$ cat src/hdl/phpic_pkg.sv
// Overview of operation
// RULE_01 - Write latches when store or select rises.
// RULE_02 - Read drives register while fetch, select low.
// RULE_03 - Select high releases bus, ignores strobes.
// RULE_04 - Two address inputs choose the register.
// RULE_05 - Interrupt pin only pulls low, never high.
// RULE_06 - Reset low clears registers and bus state; status loads STATUS_IDLE and indirect loads INDIRECT_RESET.
// RULE_07 - Serial pins open-drain, levels sampled as inputs.
// RULE_08 - Four direct locations: status/pointer, data, indirect, control.
// RULE_09 - Non-idle state sets flag, asserts interrupt.
// RULE_10 - Strobes synchronised; one update per write.
package phpic_pkg;

	localparam int         DATA_W         = 8;
	localparam int         PTR_W          = 3;
	localparam int         CODE_W         = 6;
	localparam int         INDIRECT_DEPTH = 7;
	localparam int         SYNC_W         = 5;

	localparam logic [1:0] ADDR_STATUS    = 2'h0;
	localparam logic [1:0] ADDR_SERIAL    = 2'h1;
	localparam logic [1:0] ADDR_INDIRECT  = 2'h2;
	localparam logic [1:0] ADDR_CONTROL   = 2'h3;

	localparam int         SYNC_SEL       = 4;
	localparam int         SYNC_STORE     = 3;
	localparam int         SYNC_FETCH     = 2;
	localparam int         SYNC_SCL       = 1;
	localparam int         SYNC_SDA       = 0;
	localparam logic [4:0] SYNC_RESET     = 5'h1f;

	localparam int         SI_BIT         = 3;
	localparam int         CODE_LSB       = 2;

	localparam logic [7:0] STATUS_IDLE    = 8'hf8;
	localparam logic [7:0] POINTER_RESET  = 8'h00;
	localparam logic [7:0] SERIAL_RESET   = 8'h00;
	localparam logic [7:0] CONTROL_RESET  = 8'h00;
	localparam logic [2:0] PRESET_INDEX   = 3'h5;

	localparam logic [6:0][7:0] INDIRECT_RESET = {
		8'h00, 8'h00, 8'hff, 8'h86, 8'h9d, 8'he0, 8'h01
	};

endpackage

$ cat src/hdl/phpic_sync.sv
`timescale 1ns/100ps
module phpic_sync
	import phpic_pkg::*;
#(
	parameter int               WIDTH       = 1,
	parameter logic [WIDTH-1:0] RESET_VALUE = '0
) (
	input  wire logic             i_clock,
	input  wire logic             i_rst_n,
	input  wire logic [WIDTH-1:0] i_async,
	output logic      [WIDTH-1:0] o_sync
);

	genvar g;
	generate
		for (g = 0; g < WIDTH; g++) begin : g_bit
			logic stage1;
			logic stage2;
			logic next_stage1;
			logic next_stage2;

			always_comb begin
				next_stage1 = i_async[g];
				next_stage2 = stage1;
			end

			// The first stage feeds only the second stage.
			always_ff @(posedge i_clock) begin
				if (!i_rst_n) begin
					stage1 <= RESET_VALUE[g];
					stage2 <= RESET_VALUE[g];
				end else begin
					stage1 <= next_stage1;
					stage2 <= next_stage2;
				end
			end

			assign o_sync[g] = stage2;
		end
	endgenerate

endmodule

$ cat src/hdl/phpic_host_port.sv
`timescale 1ns/100ps
module phpic_host_port
	import phpic_pkg::*;
(
	input  wire logic              i_clock,
	input  wire logic              i_rst_n,
	input  wire logic              i_chip_sel_n,
	input  wire logic              i_store_n,
	input  wire logic              i_fetch_n,
	input  wire logic              i_addr_bit_low,
	input  wire logic              i_addr_bit_high,
	input  wire logic [DATA_W-1:0] i_host_bus_bits,
	output logic      [DATA_W-1:0] o_host_bus_bits,
	output logic                   o_host_bus_oe,
	output logic                   o_irq_n_out,
	output logic                   o_irq_n_oe,
	input  wire logic              i_scl_in,
	output logic                   o_scl_out,
	output logic                   o_scl_oe,
	input  wire logic              i_sda_in,
	output logic                   o_sda_out,
	output logic                   o_sda_oe,
	input  wire logic [CODE_W-1:0] i_bus_state_code,
	input  wire logic              i_bus_state_valid,
	input  wire logic [DATA_W-1:0] i_rx_byte,
	input  wire logic              i_rx_byte_valid,
	input  wire logic              i_scl_pull,
	input  wire logic              i_sda_pull,
	output logic                   o_scl_level,
	output logic                   o_sda_level,
	output logic                   o_si,
	output logic      [DATA_W-1:0] o_control_reg,
	output logic      [DATA_W-1:0] o_serial_byte_reg,
	output logic      [PTR_W-1:0]  o_pointer_reg
);

	logic [SYNC_W-1:0] sync_q;
	logic              wr_active;
	logic              rd_active;
	logic              wr_commit;
	logic              wr_pins;

	logic              wr_active_d;
	logic [DATA_W-1:0] hold_data;
	logic [1:0]        hold_addr;
	logic [DATA_W-1:0] status_code_reg;
	logic [PTR_W-1:0]  pointer_reg;
	logic [DATA_W-1:0] serial_byte_reg;
	logic [DATA_W-1:0] control_reg;
	logic [DATA_W-1:0] indirect [INDIRECT_DEPTH];
	logic              si;
	logic [DATA_W-1:0] bus_out;
	logic              bus_oe;
	logic              irq_oe;
	logic              scl_oe;
	logic              sda_oe;
	logic              scl_level;
	logic              sda_level;
	logic              pin_low;

	logic              next_wr_active_d;
	logic [DATA_W-1:0] next_hold_data;
	logic [1:0]        next_hold_addr;
	logic [DATA_W-1:0] next_status_code_reg;
	logic [PTR_W-1:0]  next_pointer_reg;
	logic [DATA_W-1:0] next_serial_byte_reg;
	logic [DATA_W-1:0] next_control_reg;
	logic [DATA_W-1:0] next_indirect [INDIRECT_DEPTH];
	logic              next_si;
	logic [DATA_W-1:0] next_bus_out;
	logic              next_bus_oe;
	logic              next_irq_oe;
	logic              next_scl_oe;
	logic              next_sda_oe;
	logic              next_scl_level;
	logic              next_sda_level;
	logic [DATA_W-1:0] read_value;
	logic              state_entry;
	logic              si_clear;

	// Host strobes and the serial pin levels cross into the clock domain here.
	phpic_sync #(
		.WIDTH       (SYNC_W),
		.RESET_VALUE (SYNC_RESET)
	) u_sync (
		.i_clock (i_clock),
		.i_rst_n (i_rst_n),
		.i_async ({i_chip_sel_n, i_store_n, i_fetch_n, i_scl_in, i_sda_in}),
		.o_sync  (sync_q)
	); // [RULE_10]

	always_comb begin
		wr_active = !sync_q[SYNC_SEL] && !sync_q[SYNC_STORE]; // [RULE_01] [RULE_03]
		rd_active = !sync_q[SYNC_SEL] && !sync_q[SYNC_FETCH]; // [RULE_02] [RULE_03]
		// The pins qualify the data capture, because the synchronised strobes trail the rising edge.
		wr_pins   = !i_chip_sel_n && !i_store_n; // [RULE_01]
		// A single commit pulse on the end of the write, whichever strobe rises first.
		wr_commit = wr_active_d && !wr_active; // [RULE_01] [RULE_10]
	end

	always_comb begin
		read_value = '0;
		case ({i_addr_bit_high, i_addr_bit_low}) // [RULE_04] [RULE_08]
			ADDR_STATUS: begin
				read_value = status_code_reg;
			end
			ADDR_SERIAL: begin
				read_value = serial_byte_reg;
			end
			ADDR_INDIRECT: begin
				if (pointer_reg < PTR_W'(INDIRECT_DEPTH) && pointer_reg != PRESET_INDEX) begin
					read_value = indirect[pointer_reg];
				end
			end
			ADDR_CONTROL: begin
				read_value         = control_reg;
				read_value[SI_BIT] = si;
			end
			default: begin
				read_value = '0;
			end
		endcase
	end

	always_comb begin
		next_wr_active_d     = wr_active;
		next_hold_data       = hold_data;
		next_hold_addr       = hold_addr;
		next_status_code_reg = status_code_reg;
		next_pointer_reg     = pointer_reg;
		next_serial_byte_reg = serial_byte_reg;
		next_control_reg     = control_reg;
		for (int i = 0; i < INDIRECT_DEPTH; i++) begin
			next_indirect[i] = indirect[i];
		end
		si_clear    = 1'b0;
		state_entry = 1'b0;

		// The last data and address seen before a strobe rises are the ones committed later.
		if (wr_pins) begin
			next_hold_data = i_host_bus_bits; // [RULE_01]
			next_hold_addr = {i_addr_bit_high, i_addr_bit_low}; // [RULE_04]
		end

		if (wr_commit) begin
			case (hold_addr) // [RULE_08]
				ADDR_STATUS: begin
					next_pointer_reg = hold_data[PTR_W-1:0];
				end
				ADDR_SERIAL: begin
					next_serial_byte_reg = hold_data;
				end
				ADDR_INDIRECT: begin
					if (pointer_reg < PTR_W'(INDIRECT_DEPTH)) begin
						next_indirect[pointer_reg] = hold_data;
					end
				end
				ADDR_CONTROL: begin
					next_control_reg         = hold_data;
					next_control_reg[SI_BIT] = 1'b0;
					si_clear                 = !hold_data[SI_BIT];
				end
				default: begin
					next_control_reg = control_reg;
				end
			endcase
		end

		if (i_rx_byte_valid) begin
			next_serial_byte_reg = i_rx_byte;
		end

		if (i_bus_state_valid) begin
			next_status_code_reg = {i_bus_state_code, 2'b00};
			state_entry          = next_status_code_reg != STATUS_IDLE; // [RULE_09]
		end

		// A new state entry in the cycle of a clear keeps the flag set.
		next_si = state_entry || (si && !si_clear); // [RULE_09]

		next_bus_oe  = rd_active; // [RULE_02] [RULE_03]
		next_bus_out = rd_active ? read_value : '0; // [RULE_02]
		next_irq_oe  = next_si; // [RULE_05] [RULE_09]

		next_scl_oe    = i_scl_pull; // [RULE_07]
		next_sda_oe    = i_sda_pull; // [RULE_07]
		next_scl_level = sync_q[SYNC_SCL]; // [RULE_07]
		next_sda_level = sync_q[SYNC_SDA]; // [RULE_07]
	end

	always_ff @(posedge i_clock) begin
		if (!i_rst_n) begin // [RULE_06]
			wr_active_d     <= 1'b0;
			hold_data       <= '0;
			hold_addr       <= '0;
			status_code_reg <= STATUS_IDLE;
			pointer_reg     <= POINTER_RESET[PTR_W-1:0];
			serial_byte_reg <= SERIAL_RESET;
			control_reg     <= CONTROL_RESET;
			for (int i = 0; i < INDIRECT_DEPTH; i++) begin
				indirect[i] <= INDIRECT_RESET[i];
			end
			si              <= 1'b0;
			bus_out         <= '0;
			bus_oe          <= 1'b0;
			irq_oe          <= 1'b0;
			scl_oe          <= 1'b0;
			sda_oe          <= 1'b0;
			scl_level       <= 1'b1;
			sda_level       <= 1'b1;
			pin_low         <= 1'b0;
		end else begin
			wr_active_d     <= next_wr_active_d;
			hold_data       <= next_hold_data;
			hold_addr       <= next_hold_addr;
			status_code_reg <= next_status_code_reg;
			pointer_reg     <= next_pointer_reg;
			serial_byte_reg <= next_serial_byte_reg;
			control_reg     <= next_control_reg;
			for (int i = 0; i < INDIRECT_DEPTH; i++) begin
				indirect[i] <= next_indirect[i];
			end
			si              <= next_si;
			bus_out         <= next_bus_out;
			bus_oe          <= next_bus_oe;
			irq_oe          <= next_irq_oe;
			scl_oe          <= next_scl_oe;
			sda_oe          <= next_sda_oe;
			scl_level       <= next_scl_level;
			sda_level       <= next_sda_level;
			pin_low         <= 1'b0;
		end
	end

	// Open-drain pins only ever drive a low level; the enable decides.
	assign o_irq_n_out       = pin_low; // [RULE_05]
	assign o_scl_out         = pin_low; // [RULE_07]
	assign o_sda_out         = pin_low; // [RULE_07]
	assign o_irq_n_oe        = irq_oe;
	assign o_scl_oe          = scl_oe;
	assign o_sda_oe          = sda_oe;
	assign o_host_bus_bits   = bus_out;
	assign o_host_bus_oe     = bus_oe;
	assign o_scl_level       = scl_level;
	assign o_sda_level       = sda_level;
	assign o_si              = si;
	assign o_control_reg     = {control_reg[7:SI_BIT+1], si, control_reg[SI_BIT-1:0]};
	assign o_serial_byte_reg = serial_byte_reg;
	assign o_pointer_reg     = pointer_reg;

endmodule

$ cat config.mk
export PLATFORM = sky130hd
export DESIGN_NAME = phpic_host_port
export DESIGN_NICKNAME = d
export VERILOG_FILES = /design/src/hdl/phpic_pkg.sv /design/src/hdl/phpic_sync.sv /design/src/hdl/phpic_host_port.sv
export SDC_FILE = /design/constraint.sdc
export NUM_CORES = 1
export LEC_CHECK = 0
export BUFFER_PORTS_ARGS = -buffer_cell sky130_fd_sc_hd__buf_2
export CAP_MARGIN = 0
export CORE_UTILIZATION = 40
export CTS_CLUSTER_SIZE = 30
export DETAILED_ROUTE_END_ITERATION = 8
export PLACE_DENSITY = 0.59
export SLEW_MARGIN = 5
export SYNTH_ARGS = -nofsm -noshare
export SYNTH_HDL_FRONTEND = slang
export SYNTH_SLANG_ARGS = --single-unit
$ cat constraint.sdc
create_clock -name i_clock -period 2.25 [get_ports i_clock]
set_clock_uncertainty 0.1 [all_clocks]
set_input_delay 0.225 -clock i_clock [delete_from_list [all_inputs] [get_ports i_clock]]
set_output_delay 0.225 -clock i_clock [all_outputs]
set_load 0.05 [all_outputs]
### Word level (Yosys, flattened, before mapping)

Memories as Yosys holds them, arrays and structs flattened. A register that Yosys moved wholly into a read port is not among the register bits.
Index checks and enable logic that the tools add are counted.

| word-level totals | value |
|---|---|
| register bits after elaboration | 59 |
| RAM bits | 56 |
| output and inout bits | 37 |
| memories | 1 |

Memory list:

| name | depth | width | rd ports | clocked after memory_dff | write ports | RTL line | source |
|---|---|---|---|---|---|---|---|
| indirect | 7 | 8 | 8 | 1 | 7 | phpic_host_port.sv:50 | `logic [DATA_W-1:0] indirect [INDIRECT_DEPTH];` |

| operators by class | value |
|---|---|
| magnitude comparators | 3 |
| equality and inequality tests | 8 |
| mux-type cells | 25 |
| bitwise gates (word level) | 8 |
| reduce and logical (&&, ||, !) cells | 24 |

Operator list:

| kind | count |
|---|---|
| 2-to-1 mux 56 bit | 3 |
| 2-to-1 mux 8 bit | 12 |
| bitwise mux 56 bit | 1 |
| case mux 8 bit (4 select lines) | 1 |
| demux 8 bit (select 3 bit) | 1 |
| == test 2 bit (second input constant) | 4 |
| zero test 1 bit | 8 |
| AND reduction 2 bit | 4 |
| logical AND 1 bit | 7 |
| bitwise OR 1 bit | 7 |
| 2-to-1 mux 3 bit | 2 |
| inequality test 6 bit (second input constant) | 1 |
| 2-to-1 mux 1 bit | 5 |
| == test 2 x 1 -> 1 bit (second input constant) | 2 |
| greater-or-equal comparator 4 bit (second input constant) | 1 |
| zero test 2 bit | 2 |
| less-than comparator 4 x 1 -> 1 bit (second input constant) | 1 |
| inverter 3 -> 4 bit | 1 |
| nonzero test 2 bit | 2 |
| less-than comparator 3 bit (second input constant) | 1 |
| inequality test 3 bit (second input constant) | 1 |
| logical OR 1 bit | 1 |

### Logic depth before layout (Yosys ltp)

Gate-level depths: netlist of run 1.

| depth | value |
|---|---|
| word-level depth | 10 |
| depth in mapped cells | 6 |

### Modules after synthesis

Synthesis of run 1 repeated with hierarchy kept, for this count alone.

| second synthesis, totals | value |
|---|---|
| cells, all modules | 483 |
| area total of the unflattened synthesis | 4963.5 um^2 |

Modules (own cells, without submodules):

| module | times used | cells an instance | area an instance (um^2) | sequential area each (um^2) |
|---|---|---|---|---|
| phpic_host_port | 1 | 458 | 4663.2 | 2162.1 |
| phpic_sync | 1 | 25 | 300.3 | 200.2 |

### Worst setup path before layout of run 1

OpenSTA, ideal clock, no wires.

| timing | value |
|---|---|
| path kind | register to register |
| start point | register pointer_reg[1], in the netlist o_pointer_reg[1] |
| end point | memory indirect[3][1] |
| data arrival time | 1830 ps |
| required time | 2021 ps |
| path slack | 191 ps |
| stages on the path, launching flop included | 6 |
| buffers on the path | 2 |
| period minus slack after synthesis | 2059 ps |
| cell sequence | dfxtp_1 clkbuf_1 nor4b_1 buf_2 mux2i_1 nand2_1 |

RTL lines:

| what | RTL line | source |
|---|---|---|
| start: declaration | phpic_host_port.sv:47 | `logic [PTR_W-1:0] pointer_reg;` |
| start signal: assignment | phpic_host_port.sv:197 | `pointer_reg <= POINTER_RESET[PTR_W-1:0];` |
| start signal: assignment | phpic_host_port.sv:217 | `pointer_reg <= next_pointer_reg;` |
| end: declaration | phpic_host_port.sv:50 |  |

==> results of run 1 <==
metal layers:
layer / vias to the layer above / GRT usage [%] / wire [um]
li1: 1823 / - / -
met1: 1752 / 26.6 / 5780
met2: 77 / 33.2 / 6070
met3: 10 / 5.89 / 463
met4: 0 / 7.28 / 158
met5: - / 0 / 0
cells by family (layout without fill, tap and decap cells):
kind of cell    count (synthesis)  after routing  share of synthesized area [%]
flops                         118            118                           47.9
mux                            98             98                           22.0
compound gates                 67             67                           8.30
buf+inv                        42            142                           3.91
simple gates                  153            153                           17.8
other cells                     1              3                         0.0761
critical path: stages (launching register included):
cell and delay (ns):
sky130_fd_sc_hd__dfxtp_1 0.40, sky130_fd_sc_hd__o21ai_2 0.23, sky130_fd_sc_hd__nor4_4 0.75, sky130_fd_sc_hd__mux2i_1 0.26, sky130_fd_sc_hd__nand2_1 0.07
stage by stage:
step	instance area, um^2	worst slack [ns]	instances	utilization [%]
global placement	5410	0.376	671	45.0
detailed placement	5410	0.304	671	45.0
finish	6300	0.298	728	52.5
floorplan	4940	0.191	481	-
CTS	6300	0.296	728	52.5
global route	6300	0.155	728	52.5
layout make-up:
| cell class | count | share of cell area [%] |
|---|---|---|
| clock inverters | 9 | 2.30 |
| inverters | 2 | 0.119 |
| multi-input cells | 321 | 38.1 |
| well taps | 147 | 2.92 |
| repair buffers | 108 | 11.2 |
| clock buffers | 23 | 7.90 |
| flip-flops and latches | 118 | 37.5 |
layout by cell type, fill, tap and decap left out, types with 5 or more instances in the layout:
| cell type | n |
|---|---|
| sky130_fd_sc_hd__mux4_2 | 8 |
| sky130_fd_sc_hd__dfxtp_1 | 118 |
| sky130_fd_sc_hd__o21ai_0 | 28 |
| sky130_fd_sc_hd__buf_2 | 68 |
| sky130_fd_sc_hd__nor2b_1 | 47 |
| sky130_fd_sc_hd__clkbuf_16 | 17 |
| sky130_fd_sc_hd__buf_4 | 15 |
| sky130_fd_sc_hd__a22oi_1 | 6 |
| sky130_fd_sc_hd__a21boi_0 | 11 |
| sky130_fd_sc_hd__nand2_1 | 67 |
| sky130_fd_sc_hd__clkinv_2 | 5 |
| sky130_fd_sc_hd__a21oi_1 | 14 |
| sky130_fd_sc_hd__mux2i_1 | 86 |
| sky130_fd_sc_hd__clkbuf_8 | 5 |
| sky130_fd_sc_hd__nand2b_1 | 13 |
| sky130_fd_sc_hd__dlygate4sd3_1 | 25 |
power groups by stage:
| stage | logic, mW | registers, mW | clock network (mW) |
|---|---|---|---|
| 3_5_place_dp | 0.259 | 2.23 | 0 |
| 3_3_place_gp | 0.256 | 2.22 | 0 |
| 5_1_grt | 0.314 | 2.19 | 3.05 |
| 6_report | 0.292 | 2.18 | 2.89 |
| 2_1_floorplan | 0.155 | 2.24 | 0 |
| 4_1_cts | 0.292 | 2.18 | 2.94 |
path summary, 6_finish.rpt:
kind | end | slack (ns) | from | cells past startpoint
worst max-delay path | indirect[1][5] | 0.30 | u_sync.g_bit[4].stage2 | 4
worst min-delay path | o_serial_byte_reg[2] | 0.02 | i_rx_byte[2] | 3
worst min register to register | u_sync.g_bit[4].stage2 | 0.30 | u_sync.g_bit[4].next_stage2 | 1
worst max register to register | indirect[1][5] | 0.30 | u_sync.g_bit[4].stage2 | 4
timing repair:
action / 4_1_cts / 5_1_grt
hold buffers: 25 / 0
setup endpoints to repair: 0 / 0
hold endpoints to repair: 25 / 0
==> summary.txt, run 1 <==
Yosys
  • Most repeated cell in the gate-level netlist after synthesis: sky130_fd_sc_hd__dfxtp_1
  • Leading area contributor after synthesis: sky130_fd_sc_hd__dfxtp_1
  • Fraction of synthesis flops using an asynchronous set or reset pin: 0%
  • Share of synthesized area occupied by flip-flops and latches: 47.9%
  • EDFF count, synth: 0
  • Leading post-synthesis cells by cell area: sky130_fd_sc_hd__dfxtp_1 48%, sky130_fd_sc_hd__mux2i_1 17%, sky130_fd_sc_hd__nor2b_1 6.0%, sky130_fd_sc_hd__nand2_1 5.1%, sky130_fd_sc_hd__mux4_2 3.7%
  • Area of the mapped netlist: 4930 um^2
  • Gate Count Post-Synth: 479
  • Portion of synthesized cell area occupied by the leading cell type: 47.9%
  • Distinct cell type count of the synthesized netlist: 34
  • Mean cell area of the mapped netlist: 10.3 um^2
  • Number of warning messages in the yosys log: 0
  • Commonest cells in the netlist: 118 x sky130_fd_sc_hd__dfxtp_1, 86 x sky130_fd_sc_hd__mux2i_1, 67 x sky130_fd_sc_hd__nand2_1
  • Number of synthesized register bits: 118
  • Most instantiated flip-flop cell in the synthesis netlist: sky130_fd_sc_hd__dfxtp_1

Layout
  • Area overhead of the layout relative to synthesis: 27.8%
  • Area of the multi-input gates: 2400 um^2
  • Top reg by flops: indirect
  • Count of fill cells added during filler insertion: 1084
  • Antenna diode count: 0
  • Layout cell share with drive strength beyond 1: 23.9%
  • Sequential standard cell area: 2360 um^2
  • Max FFs per register: 56
  • Fin nets: 603

Power
  • Net switching power: 1.13 mW
  • Portion of total power attributed to the clock network: 53.9%
  • Tot Pwr: 5.37 mW
  • Maximum resistive drop on vdd: 0.538 mV
  • Power density relative to cell area: 852 nW/um^2
  • Leakage Power: 2.33 nW
  • Net switching fraction of the power: 21.1%
  • Internal power consumption: 4.24 mW
  • Sequential cell fraction of total power: 40.6%
  • Comb pwr share: 5.4%

Detailed routing
  • DR iter-0 viols: 223
  • Antenna viol nets, final: 0
  • Total Wirelength: 12.5 mm
  • First-pass detailed-route iteration total: 6
  • Total via count in the routed design: 3662
  • Drt wl/cell: 17.1 um
  • Number of DRC violations after detailed routing: 0
  • Average via count per standard cell: 5.03

Critical path
  • Startpoint type of the worst setup path: flop
  • WS Path Type: flop to flop
  • Critical path data required time: 2.42 ns
  • Critical path data arrival time: 2.13 ns
  • Largest fanout on the critical path: 9
  • Critical Path Sink Type: flop

Floorplanning
  • Horizontal die dimension: 113 um
  • Initial cell density of the core: 41.0%
  • Core Area: 12000 um^2
  • Total die area: 12800 um^2
  • I/O Pins: 72
  • Number of placement rows: 40
  • Die Ht: 113 um

STA
  • Total setup violations reported at the end of the flow: 0
  • Measured slew at the worst slew-check pin: 0.827 ns
  • Total count of max-transition violations in the final report: 0
  • Setup repair after global routing missed its margin: false
  • Setup TNS: 0 ns
  • F_max: 512 MHz
  • Worst slew slack as a fraction of its limit: 44.5%
  • Final period util: 86.8%
  • Time the worst path needs with I/O delays and setup: 1.95 ns
  • Number of hold violations in the final report: 0
  • Min Hold Slack: 0.0226 ns

Global routing
  • First-pass GRT wire length: 19.6 mm
  • Sum of overflow across all layers after global routing: 0
  • Initial antenna violation count: 0
  • GRT Util Overall: 20.7%
  • Via count of the first global-routing pass: 3624
  • Largest net degree at the start of global routing: 63

Clock network
  • Clock buffer depth: 2
  • CTS Sinks: 118
  • Maximum level of the CTS H-tree: 4
  • Number of instances resized during post-cts repair: 0
  • Post-CTS setup buffer count: 0
  • CTS tree: built
  • Insertion delay of the later-clocked pin in the worst-skew pair: 0.41 ns
  • Root Driver: sky130_fd_sc_hd__clkbuf_16
  • CTS buffer count: 17
  • Clock-pin slew on the worst setup and hold paths: 0.05 ns

Run
  • Max-cap check violation count: 0

Placement
  • HPWL after detailed placement: 8.07 mm
  • Count of input and output buffers: 68
  • Final GP Congestion: 0.847

Status
  • Status: completed

Worst hold path
  • Class of the tightest hold or removal check: input pin to flop
No activity file was read; power rests on OpenSTA's default activity.
==> run 2, diff against run 1 <==
--- a/config.mk
+++ b/config.mk
@@ -10,6 +10,7 @@
 export CORE_UTILIZATION = 40
 export CTS_CLUSTER_SIZE = 30
 export DETAILED_ROUTE_END_ITERATION = 8
+export GPL_TIMING_DRIVEN = 0
 export PLACE_DENSITY = 0.59
 export SLEW_MARGIN = 5
 export SYNTH_ARGS = -nofsm -noshare
==> run 2 against run 1 <==
Against the previous run:
- clock power down 10%
- critical path depth increased by 1
- combinational power rose by 20%
- routed wire length is 3.4% higher
- sequential power is essentially flat
- flip-flop and latch count is the same
- largest cell class unchanged
- highest routed layer unchanged
==> summary.txt, run 2 (same netlist as run 1, synthesis figures left out) <==
Status
  • Status: completed (unchanged)

Power
  • Portion of total power attributed to the clock network: 50.9% (was 53.9%)
  • Power density relative to cell area: 811 nW/um^2 (was 852 nW/um^2)
  • Net switching power: 1.13 mW (about the same)
  • Internal power consumption: 3.96 mW (was 4.24 mW)
  • Comb pwr share: 6.9% (was 5.4%)
  • Leakage Power: 2.30 nW (was 2.33 nW)
  • Sequential cell fraction of total power: 42.3% (was 40.6%)
  • Net switching fraction of the power: 22.2% (was 21.1%)
  • Maximum resistive drop on vdd: 0.446 mV (was 0.538 mV)

Placement
  • Final GP Congestion: 0.856 (was 0.847)
  • Count of input and output buffers: 67 (was 68)
  • HPWL after detailed placement: 8.70 mm (was 8.07 mm)
  • Number of cells after detailed placement: 695 (was 671)

Global routing
  • GRT Util Overall: 21.4% (was 20.7%)
  • Initial antenna violation count: 0 (unchanged)
  • Largest net degree at the start of global routing: 17 (was 63)
  • Sum of overflow across all layers after global routing: 0 (unchanged)
  • Via count of the first global-routing pass: 3677 (was 3624)
  • First-pass GRT wire length: 19.9 mm (was 19.6 mm)

Detailed routing
  • Total Wirelength: 12.9 mm (was 12.5 mm)
  • First-pass detailed-route iteration total: 6 (unchanged)
  • Antenna viol nets, final: 0 (unchanged)
  • Total via count in the routed design: 3810 (was 3662)
  • Average via count per standard cell: 5.07 (was 5.03)
  • Drt wl/cell: 17.2 um (was 17.1 um)
  • DR iter-0 viols: 224 (was 223)
  • Number of DRC violations after detailed routing: 0 (unchanged)

STA
  • Measured slew at the worst slew-check pin: 1.10 ns (was 0.827 ns)
  • Number of hold violations in the final report: 0 (unchanged)
  • Worst slew slack as a fraction of its limit: 26.4% (was 44.5%)
  • Setup TNS: 0 ns (unchanged)
  • Setup repair after global routing missed its margin: false (unchanged)
  • Final period util: 92.4% (was 86.8%)
  • Total count of max-transition violations in the final report: 0 (unchanged)
  • Total setup violations reported at the end of the flow: 0 (unchanged)
  • Time the worst path needs with I/O delays and setup: 2.08 ns (was 1.95 ns)
  • Min Hold Slack: 0.0264 ns (was 0.0226 ns)
  • F_max: 481 MHz (was 512 MHz)

Layout
  • Fin nets: 628 (was 603)
  • Top reg by flops: indirect (unchanged)
  • Layout cell share with drive strength beyond 1: 20.9% (was 23.9%)
  • Commonest non-fill, non-tap cell in the layout: sky130_fd_sc_hd__dfxtp_1 (unchanged)
  • Final standard cell utilization of the core: 52.3% (was 52.5%)
  • Final std cells w/o fill: 751 (was 728)
  • Max FFs per register: 56 (unchanged)
  • Antenna diode count: 0 (unchanged)
  • Area overhead of the layout relative to synthesis: 27.3% (was 27.8%)
  • Leading cell types in the layout, fill and taps excluded: 118 x sky130_fd_sc_hd__dfxtp_1, 86 x sky130_fd_sc_hd__mux2i_1, 74 x sky130_fd_sc_hd__buf_2 (was 118 x sky130_fd_sc_hd__dfxtp_1, 86 x sky130_fd_sc_hd__mux2i_1, 68 x sky130_fd_sc_hd__buf_2)

Floorplanning
  • Die Ht: 113 um (unchanged)
  • Initial cell density of the core: 41.0% (unchanged)
  • Core Area: 12000 um^2 (unchanged)
  • Number of placement rows: 40 (unchanged)
  • I/O Pins: 72 (unchanged)
  • Total die area: 12800 um^2 (unchanged)
  • Horizontal die dimension: 113 um (unchanged)

Clock network
  • Root Driver: sky130_fd_sc_hd__clkbuf_16 (unchanged)
  • Insertion delay of the later-clocked pin in the worst-skew pair: 0.42 ns (was 0.41 ns)
  • CTS buffer count: 17 (unchanged)
  • Post-CTS setup buffer count: 0 (unchanged)
  • CTS tree: built (unchanged)
  • Maximum level of the CTS H-tree: 4 (unchanged)
  • Number of instances resized during post-cts repair: 0 (unchanged)
  • Clock buffer depth: 2 (unchanged)
  • Clock-pin slew on the worst setup and hold paths: 0.05 ns (about the same)
  • CTS Sinks: 118 (unchanged)

Worst hold path
  • Class of the tightest hold or removal check: input pin to flop (unchanged)

Critical path
  • Critical path data arrival time: 2.26 ns (was 2.13 ns)
  • Largest fanout on the critical path: 8 (was 9)
  • WS Path Type: flop to flop (unchanged)
  • Critical path data required time: 2.43 ns (was 2.42 ns)
  • Startpoint type of the worst setup path: flop (unchanged)
  • Critical Path Sink Type: flop (unchanged)

Run
  • Max-cap check violation count: 0 (unchanged)
run 2: cell types whose count changed in the layout (fill, tap and decap cells not counted), sizes merged:
cell         change
bufinv           -2
clkbuf          +26
buf              +1
clkinv           -3
dlygate4sd3      +1
run 2: power groups by stage:
stage	Clock [mW]	Sequential [mW]	Combinational, mW
after global placement	0	2.19	0.311
after CTS	2.63	2.15	0.349
after global routing	2.72	2.15	0.372
final	2.59	2.15	0.350
after detailed placement	0	2.19	0.313
after floorplan	0	2.24	0.155
run 2: final timing paths:
check	startpoint	cells past startpoint	end	slack, ns
min reg2reg	u_sync.g_bit[4].next_stage2	1	u_sync.g_bit[4].stage2	0.30
max	hold_addr[1]	5	indirect[0][0]	0.17
min	i_rx_byte[0]	3	o_serial_byte_reg[0]	0.03
max reg2reg	hold_addr[1]	5	indirect[0][0]	0.17
run 2: per-layer routing:
metal,global-route usage [%],share of wire (%),vias to the layer above
met4,10.9,2.5,0
met5,0,0,-
met3,4.39,4.6,27
li1,-,-,1885
met2,36.2,49,95
met1,25.9,44,1803
run 2: repair_timing:
action	4_1_cts	5_1_grt
endpoints found under the setup margin	0	0
hold buffers	26	0
hold endpoints to repair	26	0
run 2: cell type report:
cell class                      instances  area (um^2)
Clock inverter                          4         70.1
Multi-Input combinational cell        321         2380
Timing Repair Buffer                   93          596
Sequential cell                       118         2360
Buffer                                 40          185
Clock buffer                           26          489
Tap cell                              147          184
Fill cell                            1113         5740
Inverter                                2         7.51
run 2: critical path, stage by stage (launching register included):
cell and delay, ns:
sky130_fd_sc_hd__dfxtp_1 0.32, sky130_fd_sc_hd__buf_6 0.12, sky130_fd_sc_hd__or3b_4 0.40, sky130_fd_sc_hd__nor4_4 0.67, sky130_fd_sc_hd__mux2i_1 0.26, sky130_fd_sc_hd__nand2_1 0.06
run 2: through the flow:
stage	power, mW	cell area, um^2	setup WS, ns
finish	5.09	6280	0.170
detailed placement	2.51	5460	0.191
CTS	5.13	6280	0.171
global route	5.25	6280	0.0284
floorplan	2.39	4940	0.191
global placement	2.50	5460	0.208
==> run 3, diff against run 2 <==
--- a/config.mk
+++ b/config.mk
@@ -5,14 +5,14 @@
 export SDC_FILE = /design/constraint.sdc
 export NUM_CORES = 1
 export LEC_CHECK = 0
-export BUFFER_PORTS_ARGS = -buffer_cell sky130_fd_sc_hd__buf_2
+export BUFFER_PORTS_ARGS = -buffer_cell sky130_fd_sc_hd__buf_4
 export CAP_MARGIN = 0
 export CORE_UTILIZATION = 40
+export CTS_BUF_LIST = sky130_fd_sc_hd__clkbuf_2 sky130_fd_sc_hd__clkbuf_4 sky130_fd_sc_hd__clkbuf_8
 export CTS_CLUSTER_SIZE = 30
 export DETAILED_ROUTE_END_ITERATION = 8
 export GPL_TIMING_DRIVEN = 0
 export PLACE_DENSITY = 0.59
-export SLEW_MARGIN = 5
 export SYNTH_ARGS = -nofsm -noshare
 export SYNTH_HDL_FRONTEND = slang
 export SYNTH_SLANG_ARGS = --single-unit
==> run 3 against run 2 <==
Against the previous run:
- hold slack improved by 0.021 ns
- critical path depth did not move
- clock power fell by 15%
- non-clock buffer count rose by 2
- die area did not move
- global-route usage fell by 0.13 points
- sequential share of layout area fell by 0.53 points
- critical endpoint unchanged
- largest power group unchanged
==> summary.txt, run 3 (same netlist as run 1, synthesis figures left out) <==
Clock network
  • Clock-pin slew on the worst setup and hold paths: 0.07 ns (was 0.05 ns)
  • Insertion delay of the later-clocked pin in the worst-skew pair: 0.43 ns (was 0.42 ns)
  • CTS tree: built (unchanged)
  • Clock buffer depth: 2 (unchanged)
  • Root Driver: sky130_fd_sc_hd__clkbuf_8 (was sky130_fd_sc_hd__clkbuf_16)
  • Maximum level of the CTS H-tree: 4 (unchanged)
  • Number of instances resized during post-cts repair: 0 (unchanged)
  • CTS buffer count: 17 (unchanged)
  • CTS Sinks: 118 (unchanged)

Power
  • Leakage Power: 2.31 nW (was 2.30 nW)
  • Power density relative to cell area: 745 nW/um^2 (was 811 nW/um^2)
  • Maximum resistive drop on vdd: 0.416 mV (was 0.446 mV)

Critical path
  • WS Path Type: flop to flop (unchanged)
  • Critical path data arrival time: 2.27 ns (was 2.26 ns)
  • Critical path data required time: 2.44 ns (was 2.43 ns)
  • Cell depth of the worst flop-to-flop path: 5 (unchanged)
  • Startpoint type of the worst setup path: flop (unchanged)
  • Critical Path Sink Type: flop (unchanged)
  • Largest fanout on the critical path: 8 (unchanged)

STA
  • Measured slew at the worst slew-check pin: 1.05 ns (was 1.10 ns)
  • Setup TNS: 0 ns (unchanged)
  • Total count of max-transition violations in the final report: 0 (unchanged)
  • Total setup violations reported at the end of the flow: 0 (unchanged)
  • Min Hold Slack: 0.0474 ns (was 0.0264 ns)
  • Number of hold violations in the final report: 0 (unchanged)
  • F_max: 482 MHz (was 481 MHz)
  • Final period util: 92.3% (was 92.4%)
  • Worst slew slack as a fraction of its limit: 29.8% (was 26.4%)
  • Setup repair after global routing missed its margin: false (unchanged)
  • Time the worst path needs with I/O delays and setup: 2.08 ns (about the same)

Floorplanning
  • I/O Pins: 72 (unchanged)
  • Number of placement rows: 40 (unchanged)
  • Total die area: 12800 um^2 (unchanged)
  • Initial cell density of the core: 41.0% (unchanged)
  • Horizontal die dimension: 113 um (unchanged)
  • Die Ht: 113 um (unchanged)
  • Core Area: 12000 um^2 (unchanged)

Detailed routing
  • Total via count in the routed design: 3804 (was 3810)
  • First-pass detailed-route iteration total: 5 (was 6)
  • Drt wl/cell: 17.0 um (was 17.2 um)
  • Antenna viol nets, final: 0 (unchanged)
  • Total Wirelength: 12.9 mm (about the same)
  • Average via count per standard cell: 5.04 (was 5.07)
  • Number of DRC violations after detailed routing: 0 (unchanged)
  • DR iter-0 viols: 255 (was 224)

Layout
  • Top reg by flops: indirect (unchanged)
  • Leading cell types in the layout, fill and taps excluded: 118 x sky130_fd_sc_hd__dfxtp_1, 86 x sky130_fd_sc_hd__mux2i_1, 72 x sky130_fd_sc_hd__buf_4 (was 118 x sky130_fd_sc_hd__dfxtp_1, 86 x sky130_fd_sc_hd__mux2i_1, 74 x sky130_fd_sc_hd__buf_2)
  • Count of fill cells added during filler insertion: 1090 (was 1113)
  • Layout cell share with drive strength beyond 1: 22.0% (was 20.9%)
  • Area overhead of the layout relative to synthesis: 29.1% (was 27.3%)
  • Commonest non-fill, non-tap cell in the layout: sky130_fd_sc_hd__dfxtp_1 (unchanged)
  • Antenna diode count: 0 (unchanged)
  • Fin nets: 630 (was 628)
  • Max FFs per register: 56 (unchanged)

Global routing
  • Initial antenna violation count: 0 (unchanged)
  • Sum of overflow across all layers after global routing: 0 (unchanged)
  • Largest net degree at the start of global routing: 17 (unchanged)
  • First-pass GRT wire length: 20.2 mm (was 19.9 mm)
  • Via count of the first global-routing pass: 3731 (was 3677)
  • GRT Util Overall: 21.3% (was 21.4%)

Placement
  • HPWL after detailed placement: 8.81 mm (was 8.70 mm)
  • Final GP Congestion: 0.869 (was 0.856)
  • Count of input and output buffers: 67 (unchanged)

Worst hold path
  • Class of the tightest hold or removal check: input pin to flop (unchanged)
  • Number of cells on the worst hold path: 3 (unchanged)

Status
  • Status: completed (unchanged)

Run
  • Max-cap check violation count: 0 (unchanged)
## run 3: worst paths after layout
check	from	endpoint	slack (ns)
max	hold_addr[1]	indirect[0][0]	0.17
min	i_rx_byte[0]	o_serial_byte_reg[0]	0.05
max reg2reg	hold_addr[1]	indirect[0][0]	0.17
min reg2reg	u_sync.g_bit[4].next_stage2	u_sync.g_bit[4].stage2	0.31
## run 3: worst max-delay path, cell delays in order, from the launching register on
cell and delay [ns]:
sky130_fd_sc_hd__dfxtp_1 0.33, sky130_fd_sc_hd__buf_6 0.12, sky130_fd_sc_hd__or3b_4 0.40, sky130_fd_sc_hd__nor4_4 0.67, sky130_fd_sc_hd__mux2i_1 0.26, sky130_fd_sc_hd__nand2_1 0.06
## run 3: cell type report
type	count	area [um^2]	share of cell area, %
inverters	2	7.51	0.118
multi-input cells	321	2380	37.4
clock inverters	8	143	2.24
well taps	147	184	2.89
plain buffers	40	185	2.91
clock buffers	24	318	4.99
flip-flops and latches	118	2360	37.1
repair buffers	95	783	12.3
## run 3: per-layer routing
metal / up-vias / wire length [um] / GRT usage [%] / share of wire (%)
met5: - / 0 / 0 / 0
met4: 0 / 157 / 6.67 / 1.2
met3: 17 / 692 / 4.87 / 5.4
met2: 113 / 6130 / 34.8 / 48
met1: 1798 / 5880 / 28.0 / 46
li1: 1876 / - / - / -
## run 3: report_power, final
| part | internal, mW | switching (mW) |
|---|---|---|
| registers | 2.13 | 0.0209 |
| logic | 0.158 | 0.223 |
| clock network | 1.38 | 0.837 |
| total | 3.66 | 1.08 |
## run 3: stage by stage
step	worst slack (ns)	util [%]	cells	power [mW]	area (um^2)
after detailed placement	0.149	46.8	695	2.53	5620
final	0.174	53.0	755	4.74	6360
after floorplan	0.191	-	481	2.39	4940
after global routing	0.0278	53.0	755	4.90	6360
after CTS	0.136	53.0	755	4.77	6360
after global placement	0.212	46.8	695	2.53	5620
## run 3: what timing repair did
| action | CTS | global route |
|---|---|---|
| hold endpoints to repair | 28 | 0 |
| hold buffers | 28 | 0 |
| buffers inserted | 0 | 0 |
